**src/dsw_consts.svh**
```systemverilog
/*
 Constants for the drive status word encoder: bit positions, state codes,
 encodings and timing counts.
 Assumes a 50 MHz system clock; included by the design module.
*/
// Contract
// - State encoded in bits 0-3, 5 and 6, uniquely identifiable.
// - Not state_prepared_flag: bits 6,3,2,1,0 low.
// - Switch on disabled: bit 6 high, bits 3..0 low.
// - Prepared to switch on: bit6 low, bit5 high, bits 3..0 = 0001.
// - Switched on: bit6 low, bit5 high, bits 3..0 = 0011.
// - Operation enabled: bit6 low, bit5 high, bits 3..0 = 0111.
// - Fault reaction active: bit6 low, bits 3..0 = 1111.
// - Fault: bit6 low, bits 3..0 = 1000.
// - Quick stop active: bits 6,5 low, bits 3..0 = 0111.
// - Bit 4 high exactly while motor power applied.
// - Bit 9 low while service channel holds access, else high.
// - Homing mode: bit 10 set once home reached.
// - Custom mode with homing active: bit 10 set on home reached.
// - Other modes: bit 10 set when actual value at target.
// - Bit 12 high once homing completed, otherwise low.
// - Bits 7, 8, 11 from events chosen by programmable selects.
// - Fault reaction exits to fault on its own, 100 us to 2 ms.
`ifndef DSW_CONSTS_SVH
`define DSW_CONSTS_SVH

`define DSW_BIT_STATE_PREPARED_FLAG 0
`define DSW_BIT_SWON 1
`define DSW_BIT_OPEN 2
`define DSW_BIT_FAULT 3
`define DSW_BIT_VOLT 4
`define DSW_BIT_QSTOP 5
`define DSW_BIT_SWDIS 6
`define DSW_BIT_WARN 7
`define DSW_BIT_VEND 8
`define DSW_BIT_REMOTE 9
`define DSW_BIT_TARGET 10
`define DSW_BIT_ILIM 11
`define DSW_BIT_HOMED 12

`define DSW_RESET_WORD 16'h0000

// state codes on drive_state
`define DSW_ST_NOT_READY 3'h0
`define DSW_ST_SW_DISABLED 3'h1
`define DSW_ST_READY 3'h2
`define DSW_ST_SWITCHED_ON 3'h3
`define DSW_ST_OP_ENABLED 3'h4
`define DSW_ST_QUICK_STOP 3'h5
`define DSW_ST_FAULT_REACT 3'h6
`define DSW_ST_FAULT 3'h7

// operating mode codes on op_mode
`define DSW_MODE_HOMING 3'h6
`define DSW_MODE_CUSTOM 3'h7

// fault reaction dwell window
`define DSW_CLK_HZ 50000000
`define DSW_REACT_MIN_US 100
`define DSW_REACT_MAX_US 2000
`define DSW_REACT_MIN_CYC ((`DSW_REACT_MIN_US * (`DSW_CLK_HZ / 1000000)))
`define DSW_REACT_MAX_CYC ((`DSW_REACT_MAX_US * (`DSW_CLK_HZ / 1000000)))

`endif

```
**src/dsw_pkg.sv**
```systemverilog
/*
 Types for the drive status word encoder.
 Assumes dsw_consts.svh sits in the include path.
*/
package dsw_pkg;

   typedef enum logic [1:0]
   {
      DSW_RX_IDLE = 2'b00,
      DSW_RX_WAIT = 2'b01,
      DSW_RX_DONE = 2'b10
   } dsw_react_t;

   typedef struct packed
   {
      logic [15:0] word;
      dsw_react_t react;
      logic [16:0] react_cnt;
      logic react_done;
   } dsw_state_t;

endpackage : dsw_pkg

```
**src/dsw_drive_status_word_encoder.sv**
```systemverilog
/*
 Drive status word encoder: samples the control state machine and drive
 events each clock and registers the 16-bit read-only status word. Also
 times the fault reaction dwell and requests the exit to fault.
 Assumes drive_state, op_mode and the event inputs come from logic on
 clk_sys; the three programmable event buses are synchronised here since
 they may come from asynchronous drive monitors.
*/
`timescale 1ns/100ps
`include "dsw_consts.svh"

module dsw_drive_status_word_encoder
   import dsw_pkg::*;
#(
   parameter int EVT_W = 8,
   parameter int REACT_CYC = `DSW_REACT_MIN_CYC
)
(
   // clock and reset
   input wire logic clk_sys,
   input wire logic resetn,
   // control state machine
   input wire logic [2:0] drive_state,
   input wire logic [2:0] op_mode,
   input wire logic homing_active,
   // drive events
   input wire logic motor_powered,
   input wire logic service_owns_access,
   input wire logic home_reached,
   input wire logic at_target,
   input wire logic homing_done,
   input wire logic [EVT_W-1:0] warn_events,
   input wire logic [EVT_W-1:0] vend_events,
   input wire logic [EVT_W-1:0] ilim_events,
   // programmable status source selects
   input wire logic [EVT_W-1:0] warn_select,
   input wire logic [EVT_W-1:0] vend_select,
   input wire logic [EVT_W-1:0] ilim_select,
   // outputs
   output logic [15:0] drive_state_report,
   output logic fault_react_done
);

   // whole register set; the event pipeline width follows EVT_W
   typedef struct packed
   {
      dsw_state_t core;
      logic [EVT_W-1:0] warn_s1;
      logic [EVT_W-1:0] warn_s2;
      logic [EVT_W-1:0] warn_s3;
      logic [EVT_W-1:0] warn_held;
      logic [EVT_W-1:0] vend_s1;
      logic [EVT_W-1:0] vend_s2;
      logic [EVT_W-1:0] vend_s3;
      logic [EVT_W-1:0] vend_held;
      logic [EVT_W-1:0] ilim_s1;
      logic [EVT_W-1:0] ilim_s2;
      logic [EVT_W-1:0] ilim_s3;
      logic [EVT_W-1:0] ilim_held;
   } dsw_regs_t;

   dsw_regs_t r_q;
   dsw_regs_t r_d;

   // any selected event raises the bit
   function automatic logic sel_hit(input logic [EVT_W-1:0] ev,
                                    input logic [EVT_W-1:0] sel);
      sel_hit = |(ev & sel);
   endfunction : sel_hit

   // per bit: stage three counts only once stages two and three agree
   function automatic logic [EVT_W-1:0] agreed(
      input logic [EVT_W-1:0] s2,
      input logic [EVT_W-1:0] s3,
      input logic [EVT_W-1:0] old);
      logic [EVT_W-1:0] same;
      same = ~(s2 ^ s3);
      agreed = (same & s3) | (~same & old);
   endfunction : agreed

   // bits 6..0 for one state code, bit 4 left to the caller; the
   // don't-care bits read zero so each state shows one fixed pattern
   function automatic logic [6:0] state_bits(input logic [2:0] st);
      logic [6:0] b;
      b = 7'h00;
      case (st)
         `DSW_ST_NOT_READY:
         begin
            b = 7'h00;
         end
         `DSW_ST_SW_DISABLED:
         begin
            b[`DSW_BIT_SWDIS] = 1'b1;
         end
         `DSW_ST_READY:
         begin
            b[`DSW_BIT_QSTOP] = 1'b1;
            b[`DSW_BIT_STATE_PREPARED_FLAG] = 1'b1;
         end
         `DSW_ST_SWITCHED_ON:
         begin
            b[`DSW_BIT_QSTOP] = 1'b1;
            b[`DSW_BIT_SWON] = 1'b1;
            b[`DSW_BIT_STATE_PREPARED_FLAG] = 1'b1;
         end
         `DSW_ST_OP_ENABLED:
         begin
            b[`DSW_BIT_QSTOP] = 1'b1;
            b[`DSW_BIT_OPEN] = 1'b1;
            b[`DSW_BIT_SWON] = 1'b1;
            b[`DSW_BIT_STATE_PREPARED_FLAG] = 1'b1;
         end
         `DSW_ST_QUICK_STOP:
         begin
            b[`DSW_BIT_OPEN] = 1'b1;
            b[`DSW_BIT_SWON] = 1'b1;
            b[`DSW_BIT_STATE_PREPARED_FLAG] = 1'b1;
         end
         `DSW_ST_FAULT_REACT:
         begin
            b[`DSW_BIT_FAULT] = 1'b1;
            b[`DSW_BIT_OPEN] = 1'b1;
            b[`DSW_BIT_SWON] = 1'b1;
            b[`DSW_BIT_STATE_PREPARED_FLAG] = 1'b1;
         end
         `DSW_ST_FAULT:
         begin
            b[`DSW_BIT_FAULT] = 1'b1;
         end
         default:
         begin
            b = 7'h00;
         end
      endcase
      state_bits = b;
   endfunction : state_bits

   // homing and custom-with-homing report home, all others the target
   function automatic logic target_bit(input logic [2:0] mode,
                                       input logic homing,
                                       input logic home,
                                       input logic arrived);
      logic t;
      if (mode == `DSW_MODE_HOMING)
      begin
         t = home;
      end
      else if (mode == `DSW_MODE_CUSTOM && homing)
      begin
         t = home;
      end
      else
      begin
         t = arrived;
      end
      target_bit = t;
   endfunction : target_bit

   always_comb
   begin
      logic [15:0] w;
      logic [6:0] sb;
      logic [EVT_W-1:0] warn_ok;
      logic [EVT_W-1:0] vend_ok;
      logic [EVT_W-1:0] ilim_ok;
      w = `DSW_RESET_WORD;
      sb = 7'h00;
      warn_ok = agreed(r_q.warn_s2, r_q.warn_s3, r_q.warn_held);
      vend_ok = agreed(r_q.vend_s2, r_q.vend_s3, r_q.vend_held);
      ilim_ok = agreed(r_q.ilim_s2, r_q.ilim_s3, r_q.ilim_held);
      r_d = r_q;
      // stage one feeds stage two only, so no half-settled bit escapes
      r_d.warn_s1 = warn_events;
      r_d.warn_s2 = r_q.warn_s1;
      r_d.warn_s3 = r_q.warn_s2;
      r_d.vend_s1 = vend_events;
      r_d.vend_s2 = r_q.vend_s1;
      r_d.vend_s3 = r_q.vend_s2;
      r_d.ilim_s1 = ilim_events;
      r_d.ilim_s2 = r_q.ilim_s1;
      r_d.ilim_s3 = r_q.ilim_s2;
      r_d.warn_held = warn_ok;
      r_d.vend_held = vend_ok;
      r_d.ilim_held = ilim_ok;
      sb = state_bits(drive_state);
      w[6:5] = sb[6:5];
      w[3:0] = sb[3:0];
      w[`DSW_BIT_VOLT] = motor_powered;
      w[`DSW_BIT_REMOTE] = !service_owns_access;
      w[`DSW_BIT_TARGET] = target_bit(op_mode, homing_active,
                                      home_reached, at_target);
      w[`DSW_BIT_HOMED] = homing_done;
      w[`DSW_BIT_WARN] = sel_hit(warn_ok, warn_select);
      w[`DSW_BIT_VEND] = sel_hit(vend_ok, vend_select);
      w[`DSW_BIT_ILIM] = sel_hit(ilim_ok, ilim_select);
      w[15:13] = 3'h0;
      r_d.core.word = w;
      // fault reaction dwell, restarts on every entry
      r_d.core.react_done = 1'b0;
      case (r_q.core.react)
         DSW_RX_IDLE:
         begin
            r_d.core.react_cnt = '0;
            if (drive_state == `DSW_ST_FAULT_REACT)
            begin
               r_d.core.react = DSW_RX_WAIT;
            end
         end
         DSW_RX_WAIT:
         begin
            if (drive_state != `DSW_ST_FAULT_REACT)
            begin
               r_d.core.react = DSW_RX_IDLE;
            end
            else if (r_q.core.react_cnt >= 17'(REACT_CYC - 1))
            begin
               r_d.core.react = DSW_RX_DONE;
               r_d.core.react_done = 1'b1;
            end
            else
            begin
               r_d.core.react_cnt = r_q.core.react_cnt + 17'h00001;
            end
         end
         DSW_RX_DONE:
         begin
            // held until the state machine leaves fault reaction
            r_d.core.react_done = drive_state == `DSW_ST_FAULT_REACT;
            if (drive_state != `DSW_ST_FAULT_REACT)
            begin
               r_d.core.react = DSW_RX_IDLE;
            end
         end
         default:
         begin
            r_d.core.react = DSW_RX_IDLE;
         end
      endcase
   end

   always_ff @(posedge clk_sys)
   begin
      if (!resetn)
      begin
         r_q.core.word <= `DSW_RESET_WORD;
         r_q.core.react <= DSW_RX_IDLE;
         r_q.core.react_cnt <= '0;
         r_q.core.react_done <= 1'b0;
         r_q.warn_s1 <= '0;
         r_q.warn_s2 <= '0;
         r_q.warn_s3 <= '0;
         r_q.warn_held <= '0;
         r_q.vend_s1 <= '0;
         r_q.vend_s2 <= '0;
         r_q.vend_s3 <= '0;
         r_q.vend_held <= '0;
         r_q.ilim_s1 <= '0;
         r_q.ilim_s2 <= '0;
         r_q.ilim_s3 <= '0;
         r_q.ilim_held <= '0;
      end
      else
      begin
         r_q <= r_d;
      end
   end

   // read-only: there is no write path at all
   assign drive_state_report = r_q.core.word;
   assign fault_react_done = r_q.core.react_done;

endmodule : dsw_drive_status_word_encoder

```
**config.mk**
```make
export PLATFORM = sky130hd
export DESIGN_NAME = dsw_drive_status_word_encoder
export DESIGN_NICKNAME = d
export VERILOG_FILES = /design/src/dsw_pkg.sv /design/src/dsw_drive_status_word_encoder.sv
export VERILOG_INCLUDE_DIRS = /design/src
export SDC_FILE = /design/constraint.sdc
export NUM_CORES = 1
export LEC_CHECK = 0
export ABC_CLOCK_PERIOD_IN_PS = 4080
export BUFFER_PORTS_ARGS = -buffer_cell sky130_fd_sc_hd__buf_2
export CAP_MARGIN = 5
export CORE_MARGIN = 2
export CORE_UTILIZATION = 50
export DETAILED_ROUTE_END_ITERATION = 12
export PLACE_DENSITY = 0.77
export SETUP_SLACK_MARGIN = 0.4
export SYNTH_ARGS = -nofsm -noshare
export SYNTH_HDL_FRONTEND = slang
export SYNTH_SLANG_ARGS = --single-unit
```
**constraint.sdc**
```tcl
create_clock -name clk_sys -period 4.08 [get_ports clk_sys]
set_input_delay 0.204 -clock clk_sys [delete_from_list [all_inputs] [get_ports clk_sys]]
set_output_delay 0.204 -clock clk_sys [all_outputs]
set_load 0.05 [all_outputs]
```
Word level (Yosys, flattened, before mapping)
Index checks and enable logic that the tools add are counted.
{"block": "word_totals", "ff_bits": 132, "in_bits": 62, "out_inout_bits": 17, "wordCells": 89}
{"block": "op_classes", "add_sub_neg": 1, "n_lt_le_gt_ge": 1, "n_eq_ne": 17, "mux": 18, "bitwise": 21, "reduce_logical": 14}
{"op": "$and A8 B8 Y8", "count": 9}
{"op": "$not A8 Y8", "count": 6}
{"op": "$pmux W17 S2", "count": 1}
{"op": "$or A8 B8 Y8", "count": 3}
{"op": "$reduce_or A8 Y1", "count": 3}
{"op": "$xor A8 B8 Y8", "count": 3}
{"op": "$eq A3 B3 Y1 const B", "count": 6}
{"op": "$mux W18", "count": 1}
{"op": "$add A17 B1 Y17 const B", "count": 1}
{"op": "$ge A17 B13 Y1 const B", "count": 1}
{"op": "$mux W17", "count": 1}
{"op": "$mux W1", "count": 9}
{"op": "$mux W2", "count": 4}
{"op": "$ne A2 B2 Y1 const B", "count": 4}
{"op": "$eq A3 B2 Y1 const B", "count": 2}
{"op": "$ne A3 B3 Y1 const B", "count": 2}
{"op": "$pmux W2 S3", "count": 1}
{"op": "$reduce_and A3 Y1", "count": 2}
{"op": "$reduce_or A3 Y1", "count": 2}
{"op": "$reduce_or A5 Y1", "count": 1}
{"op": "$reduce_or A4 Y1", "count": 1}
{"op": "$eq A3 B1 Y1 const B", "count": 1}
{"op": "$eq A2 B1 Y1 const B", "count": 1}
{"op": "$eq A2 B2 Y1 const B", "count": 1}
{"op": "other kinds (6)", "count": 6}

Logic depth before layout (Yosys ltp)
Gate-level depths: netlist of the first run.
{"block": "logic_depth", "word_depth": 7, "mapped_depth": 7, "depth_no_buf": 7}

Worst setup path before layout of the first run
OpenSTA, ideal clock, no wires.
{"block": "synth_path", "path_type": "register to register", "startpoint": "register r_q[114] in the netlist's numbering", "endpoint": "register r_q[102] in the netlist's numbering", "setup_ps": 72, "arrival_ps": 1730, "t_required_ps": 4008, "slack_ps": 2278, "stages_incl_launch_ff": 8, "path_buffers": 0, "synth_period_minus_slack_ps": 1802, "cell_sequence": "dfxtp_1 inv_1 ha_1 nor2b_1 a41o_1 o21ai_4 or4_1 a21oi_1"}
{"block": "synth_between", "elab_chain_len": 3, "word_cells_on_any_way": 7, "classes_between": "eq/ne (3); mux (1); reduce/logical (3)"}
{"element": "from (decl)", "line_no": "dsw_drive_status_word_encoder.sv:62", "text": "dsw_regs_t r_q;"}
{"element": "from (signal assigned)", "line_no": "dsw_drive_status_word_encoder.sv:264", "text": "r_q <= r_d;"}
{"element": "$eq A2 B1 Y1 or $logic_not A2 Y1 (tied branches)", "line_no": "dsw_drive_status_word_encoder.sv:200", "text": "case (r_q.core.react)"}
{"element": "$ne A2 B2 Y1 (no line) or $reduce_bool A2 Y1 (tied branches)"}
{"element": "$reduce_and A3 Y1 (no line)"}
Parallel ways exist; a longest one is shown, timed or not.
A chain may end at the register's enable or synchronous reset.

Worst setup path in the final report of the first run
{"block": "layout_path", "startpoint": "register r_q[35] in the netlist's numbering", "endpoint": "register r_q, in the netlist drive_state_report[8]"}
{"block": "layout_between", "elab_chain_len": 4}
{"element": "$and A8 B8 Y8", "line_no": "dsw_drive_status_word_encoder.sv:78", "text": "agreed = (same & s3) | (~same & old);"}
{"element": "$or A8 B8 Y8", "line_no": "dsw_drive_status_word_encoder.sv:78"}
{"element": "$and A8 B8 Y8", "line_no": "dsw_drive_status_word_encoder.sv:68", "text": "sel_hit = |(ev & sel);"}
{"element": "$reduce_or A8 Y1", "line_no": "dsw_drive_status_word_encoder.sv:68"}
No other way between the ends.

==> results by group, run 1 <==
Clocking
  – H-tree lvl count: 4
  – Sink Count: 129
  – PostCTS Resize Cnt: 0
  – CTS root buffer: clkbuf_8
  – Clock latency at the later pin of the worst-skew pair: 0.50 ns
  – CTS tree: built
  – CTS buffer count: 17
  – Clock-pin slew on the worst setup and hold paths: 0.06 ns
  – Max clock buf depth: 2

Yosys
  – Post-synthesis compound-gate area fraction: 7.997%
  – Synthesized cell area: 0.004522 mm²
  – Xor-xnor portion of the synthesized cell area: 0.7748%
  – Syn_area_per_cell: 10.79 µm²
  – Commonest cells in the synthesized netlist: dfxtp_1 (129), and2_1 (100), maj3_1 (24), buf_4 (17), nor2_1 (16)
  – Area leader, netlist: dfxtp_1
  – Synth unique cells: 47
  – EDFF count, synth: 0
  – Flops & latches, synth: 129
  – Yosys warns: 0
  – Adder and majority cell fraction of the synthesized area: 7.250%
  – Async SR Flop Fraction: 0%
  – Count leader, synth: dfxtp_1
  – Main combinational cell family by area after synthesis: simple AND/OR/NAND/NOR gates
  – Top cell type's share of synthesized area: 57.11%
  – Synth top area cells: dfxtp_1 (57%), and2_1 (14%), maj3_1 (5.3%)
  – Fraction of synthesized area in multiplexers: 0.2214%
  – Synth Area in Simple Gates: 22.00%
  – Sequential fraction of the synthesis area: 57.11%
  – Cell count after synthesis: 419
  – Synth Flop Type: dfxtp_1

Global route
  – Vias in the first global route: 3111
  – Gr ovfl total: 0
  – First-pass GRT wire length: 13.69 mm
  – Largest net degree at the start of global routing: 108
  – Initial antenna violation count: 0
  – All-Layer GR Usage: 17.54%

Power and ir drop
  – Power per cell area: 500.4 mW/mm²
  – Final Power: 0.002904 W
  – Max IR drop VDD: 0.0003024 V
  – Lkg Pwr: 2.441 nW

Layout
  – FILL cells: 651
  – Layout cells sized above 1: 20.83%
  – Multi-input gate area: 0.001740 mm²
  – Final nets: 590
  – Sequential cell area: 0.002582 mm²
  – Layout overhead on the synthesized area: 28.33%
  – Ant diodes: 0

Worst setup path
  – RR Startpoint: r_q[35]
  – Critical Path End Type: flop
  – Critical path class: flop to flop
  – Crit path from: r_q[35]
  – Crit-path cells: maj3_1 -> a22o_1 -> a221oi_1 -> dlygate4sd3_1 -> a31oi_1 -> dlygate4sd3_1
  – Most Frequent Cell on Critical Path: dlygate4sd3_1
  – Worst reg-to-reg setup slack: 1.63 ns
  – Critical path launch point type: flop
  – Max incr delay on CP: 0.58 ns
  – CP required: 4.47 ns
  – CP Max Fanout: 2
  – Crit path arrival time: 2.83 ns
  – Crit path max-delay cell type: dlygate4sd3_1

Status
  – Run status: completed

Timing
  – Pins Over Slew Limit: 0
  – Worst slew margin: 52.61%
  – Max Freq: 0.4087 GHz
  – Final setup TNS: 0 ns
  – Tmin final: 2.447 ns
  – Post-route clock skew: 0.006971 ns
  – RSZ-0062 raised after global routing: false
  – Final setup violation count: 0
  – Final period utilization: 59.98%
  – Fin. Hold Viols: 0
  – Worst Tran Pin Value: 0.7109 ns

Die
  – Die H: 99.10 µm
  – I/O pin total: 79
  – Core area: 0.008763 mm²
  – Site Rows: 34
  – Initial core utilization: 51.60%
  – Die area: 0.009821 mm²
  – Die width: 99.10 µm

Detailed routing
  – DRT iter0 DRCs: 131
  – DRC: 0
  – Via Count: 3166
  – DRT Pass-1 Iters: 4
  – DR WL/cell: 12.63 µm
  – Routed Wire Length: 8.096 mm
  – DR vias/cell: 4.939
  – Post-route ant nets: 0

Placement
  – Routability congestion estimate: 0.8077
  – IO Port Bufs: 75
  – Hpwl dp: 5.019 mm

Hold path
  – Worst hold path class: input port to flop
  – HP Start: ilim_select[7]

Flow run
  – Max-cap violations: 0
## final cells by class
type / count / share of cell area [%]
multi-input cells: 254 / 29.99
inverters: 7 / 0.4528
flip-flops and latches: 129 / 44.50
clock buffers: 20 / 7.676
well taps: 108 / 2.329
repair buffers: 112 / 12.81
clock inverters: 11 / 2.242
## path summary, 6_finish.rpt
check,end,depth (start not counted)
max,drive_state_report[8],6
min,drive_state_report[11],3
max reg2reg,drive_state_report[8],6
min reg2reg,r_d[72],1
## where the power goes
| group | internal (W) | total [W] | leakage, nW | switching, W |
|---|---|---|---|---|
| registers | 0.00130 | 0.00131 | 1.05 | 0.0000107 |
| clock network | 0.000904 | 0.00144 | 0.282 | 0.000534 |
| logic | 0.0000730 | 0.000159 | 1.11 | 0.0000857 |
| total | 0.00227 | 0.00290 | 2.44 | 0.000631 |
## repair_timing
action / CTS / global route
hold endpoints to repair: 31 / 0
setup buffers: 0 / 0
hold buffers: 36 / 0
## critical path, delay by kind of cell (launching register included)
kind	cells	cell delay [ns]
fa+ha+maj	1	0.36
compound gates	3	0.51
buf+inv	2	1.16
flops	1	0.30
## flip-flops by register name, indices dropped and copies added (netlist names)
register and flops:
fault_react_done 1, drive_state_report 13, r_d 48, r_q 67
## metal layers
layer / vias up / routed length [µm] / global-route usage (%)
met2: 101 / 3895 / 28.38
li1: 1604 / - / -
met4: 0 / 138 / 8.746
met3: 12 / 443 / 5.692
met5: - / 0 / 0
met1: 1449 / 3619 / 21.04
## stage by stage
stage / area, µm² / util, % / std cells / hold WS [ns] / worst slack, ns
detailed placement: 4867 / 55.54 / 574 / 0.3655 / 2.074
CTS: 5803 / 66.22 / 641 / 0.01767 / 1.637
global placement: 4867 / 55.54 / 574 / 0.3643 / 2.189
global route: 5803 / 66.22 / 641 / 0.03808 / 1.500
floorplan: 4529 / - / 421 / 0.2764 / 2.278
finish: 5803 / 66.22 / 641 / 0.03761 / 1.633
## cell families after synthesis
kind of cell / Yosys count
mux: 1
buf+inv: 38
other cells: 1
simple gates: 164
compound gates: 51
flops: 129
xor+xnor: 4
fa+ha+maj: 31
## placed cells by master, fill, tap and decap left out, types with 2 or more instances in the layout
master         count
dfxtp_1          129
and2_1           100
buf_2             75
dlygate4sd3_1     36
maj3_1            24
nor2_1            16
clkbuf_16         16
a21oi_1           13
nand2_1           10
nand3_1            9
a22oi_1            8
inv_1              7
ha_1               7
and3_1             5
o21ai_1            4
xnor2_1            4
a31oi_1            3
and4_1             3
o21a_1             3
o31ai_1            3
or4_1              3
or3_1              3
conb_1             3
clkbuf_8           3
clkinv_4           3
inv_6              3
o211ai_1           2
a22o_1             2
a221oi_1           2
nor4_1             2
nand2b_1           2
nand4_1            2
a41oi_1            2
nand4b_1           2
bufinv_16          2
clkinv_2           2
(Power assumes the default switching activity.)
==> run 2, diff against run 1 <==
--- a/config.mk
+++ b/config.mk
@@ -6,13 +6,14 @@
 export SDC_FILE = /design/constraint.sdc
 export NUM_CORES = 1
 export LEC_CHECK = 0
-export ABC_CLOCK_PERIOD_IN_PS = 4080
+export ABC_AREA = 1
+export ABC_CLOCK_PERIOD_IN_PS = 2200
 export BUFFER_PORTS_ARGS = -buffer_cell sky130_fd_sc_hd__buf_2
 export CAP_MARGIN = 5
 export CORE_MARGIN = 2
 export CORE_UTILIZATION = 50
 export DETAILED_ROUTE_END_ITERATION = 12
-export PLACE_DENSITY = 0.77
+export PLACE_DENSITY = 0.8
 export SETUP_SLACK_MARGIN = 0.4
 export SYNTH_ARGS = -nofsm -noshare
 export SYNTH_HDL_FRONTEND = slang
==> constraint.sdc (replaced) <==
create_clock -name clk_sys -period 2.2 [get_ports clk_sys]
set_input_delay 0.11 -clock clk_sys [delete_from_list [all_inputs] [get_ports clk_sys]]
set_output_delay 0.11 -clock clk_sys [all_outputs]
set_load 0.05 [all_outputs]
==> results by group, run 2 <==
Status
  – Run status: completed

Worst setup path
  – Critical path class: flop to flop
  – CP required: 2.65 ns
  – RR Startpoint: r_q[115]
  – Crit path max-delay cell type: dfxtp_1
  – Critical Path End Type: flop
  – CP Max Fanout: 6
  – Crit-path cells: inv_1 -> ha_1 -> clkinvlp_4 -> nor2_8 -> nand4_4 -> buf_6 -> nand2_1 -> nand2_1 -> a21oi_1
  – Worst reg-to-reg setup slack: 0.49 ns
  – Critical path launch point type: flop
  – Crit path arrival time: 2.16 ns
  – R2r endpoint: r_q[115]
  – Max incr delay on CP: 0.32 ns
  – R2r worst-path depth: 9
  – Most Frequent Cell on Critical Path: nand2_1

Timing
  – Tmin final: 1.710 ns
  – Final setup violation count: 0
  – Pins Over Slew Limit: 0
  – Final setup TNS: 0 ns
  – Max Freq: 0.5848 GHz
  – Post-route clock skew: 0.008331 ns
  – Hold WS: 0.003301 ns
  – Final period utilization: 77.72%
  – RSZ-0062 raised after global routing: false
  – Fin. Hold Viols: 0

Global route
  – All-Layer GR Usage: 22.40%
  – Gr ovfl total: 0
  – GR Util met1: 23.46%
  – Met2 GRT Util: 42.15%
  – Met3 GRT Util: 5.138%
  – Layer with the highest usage: met2
  – First-pass GRT wire length: 19.44 mm
  – Largest net degree at the start of global routing: 80
  – Vias in the first global route: 4430
  – Initial antenna violation count: 0

Detailed routing
  – Post-route ant nets: 0
  – DRC: 0
  – DRT iter0 DRCs: 177
  – Routed Wire Length: 11.67 mm
  – DR WL/cell: 12.80 µm
  – Via Count: 4417
  – DR vias/cell: 4.849
  – DRT Pass-1 Iters: 6

Yosys
  – Post-synthesis compound-gate area fraction: 7.023%
  – Sequential fraction of the synthesis area: 51.59%
  – Count leader, synth: nand2_1
  – Flops & latches, synth: 129
  – Adder and majority cell fraction of the synthesized area: 1.750%
  – Async SR Flop Fraction: 0%
  – Synth Flop Type: dfxtp_1
  – EDFF count, synth: 0
  – Main combinational cell family by area after synthesis: simple AND/OR/NAND/NOR gates
  – Xor-xnor portion of the synthesized cell area: 0.3499%
  – Synthesized cell area: 0.005006 mm²
  – Commonest cells in the synthesized netlist: nand2_1 (146), dfxtp_1 (129), inv_1 (102), nor2_1 (81), a21oi_1 (39)
  – Area leader, netlist: dfxtp_1
  – Syn_area_per_cell: 7.761 µm²
  – Synth top area cells: dfxtp_1 (52%), nand2_1 (11%), inv_1 (7.6%)
  – Cell count after synthesis: 645
  – Synth Area in Simple Gates: 27.22%
  – Yosys warns: 0
  – Top cell type's share of synthesized area: 51.59%
  – Fraction of synthesized area in multiplexers: 0%
  – Synth unique cells: 34

Layout
  – Commonest non-fill, non-tap cell in the layout: nand2_1
  – Top reg by flops: r_q
  – FILL cells: 731
  – Max reg flops: 67
  – Multi-input gate area: 0.001888 mm²
  – Layout cells sized above 1: 19.41%
  – Layout overhead on the synthesized area: 31.12%
  – Ant diodes: 0
  – Final nets: 834
  – Sequential cell area: 0.002587 mm²
  – Most frequent cells in the layout: nand2_1 (144), dfxtp_1 (127), inv_1 (100)

Placement
  – IO Port Bufs: 75
  – Hpwl dp: 6.646 mm
  – Routability congestion estimate: 0.8986

Clocking
  – CTS buffer count: 17
  – CTS root buffer: clkbuf_8
  – Max clock buf depth: 2
  – Sink Count: 129
  – H-tree lvl count: 4
  – Clock latency at the later pin of the worst-skew pair: 0.52 ns
  – CTS tree: built
  – Clock-pin slew on the worst setup and hold paths: 0.06 ns

Die
  – Die area: 0.01083 mm²
  – Die width: 104.1 µm
  – Die H: 104.1 µm
  – I/O pin total: 79
  – Initial core utilization: 51.45%
  – Site Rows: 36
  – Core area: 0.009729 mm²

Hold path
  – HP Start: vend_select[7]
  – Hold Crit Depth: 5
  – Hold path endpoint: drive_state_report[8]
  – Worst hold path class: input port to flop

Power and ir drop
  – Lkg Pwr: 3.335 nW
  – Max IR drop VDD: 0.0006128 V
  – Power per cell area: 841.1 mW/mm²

Flow run
  – Max-cap violations: 0
## run 2: changes by cell type in the layout (fill, tap and decap cells not counted), sizes merged, moves of 6 or more
cell	delta
nor3	+23
a21oi	+31
and3	-6
nor2	+69
o21bai	+6
dlygate4sd3	+13
and2	-99
a22oi	-8
inv	+94
maj3	-24
nand2	+145
nand3	+22
buf	+7
## run 2: worst max-delay path by stage
| stage | from | end | slack, ns | cells after the start |
|---|---|---|---|---|
| final | r_q[115] | r_q[115] | 0.49 | 9 |
| after global routing | r_q[67] | drive_state_report[7] | 0.38 | 7 |
| after CTS | r_q[97] | r_q[104] | 0.40 | 10 |
| after detailed placement | r_q[97] | r_q[98] | 0.33 | 11 |
| after global placement | r_q[97] | r_q[98] | 0.39 | 11 |
| after floorplan | r_q[97] | r_q[104] | 0.67 | 11 |
## run 2: what timing repair did
item | 4_1_cts | 5_1_grt
gates resized for setup | 4 | 10
setup endpoints to repair | 16 | 19
setup buffers | 3 | 2
cloned | 1 | 0
endpoints found under the hold margin | 36 | 0
pin swaps | 1 | 1
hold buffers | 49 | 0
## run 2: routing by layer
layer  up-vias  part of all wire (%)
met5         -                     0
met4         0                   2.6
met3        33                   5.0
met2       130                    52
met1      2044                    40
li1       2210                     -
## run 2: through the flow
| stage | utilization, % | instances | instance area, µm² | worst slack (ns) | total power, W |
|---|---|---|---|---|---|
| 6_report | 67.46 | 911 | 6564 | 0.4901 | 0.005521 |
| 2_1_floorplan | - | 647 | 5014 | 0.6673 | 0.002780 |
| 3_5_place_dp | 55.43 | 824 | 5393 | 0.3315 | 0.002874 |
| 4_1_cts | 66.94 | 909 | 6513 | 0.4033 | 0.005528 |
| 3_3_place_gp | 55.43 | 824 | 5393 | 0.3855 | 0.002860 |
| 5_1_grt | 67.46 | 911 | 6564 | 0.3794 | 0.005714 |
## run 2: kinds of logic after synthesis
logic type	Yosys count
AO/OA/AOI/OAI	60
AND/OR/NAND/NOR	308
other	1
adder cells (fa/ha/maj)	7
XOR/XNOR	2
buffers and inverters	138
flip-flops	129
## run 2: final cells by class
| class | instances | area share (%) |
|---|---|---|
| Sequential cell | 129 | 39.42 |
| Multi-Input combinational cell | 381 | 28.76 |
| Timing Repair Buffer | 132 | 14.74 |
| Clock buffer | 20 | 6.939 |
| Inverter | 104 | 6.005 |
| Tap cell | 133 | 2.535 |
| Clock inverter | 12 | 1.601 |
## run 2: where the power goes
part / switching [W] / internal (W) / total [W]
Combinational: 0.000296 / 0.000192 / 0.000488
Clock: 0.000998 / 0.00158 / 0.00258
Sequential: 0.0000374 / 0.00241 / 0.00245
## run 2: worst max-delay path, delay by kind of cell (launching register included)
family	cells	cell delay, ns
adders and majority gates	1	0.20
DFF	1	0.32
AOI/OAI and AO/OA	1	0.13
buffers and inverters	3	0.46
and+or+nand+nor	4	0.54
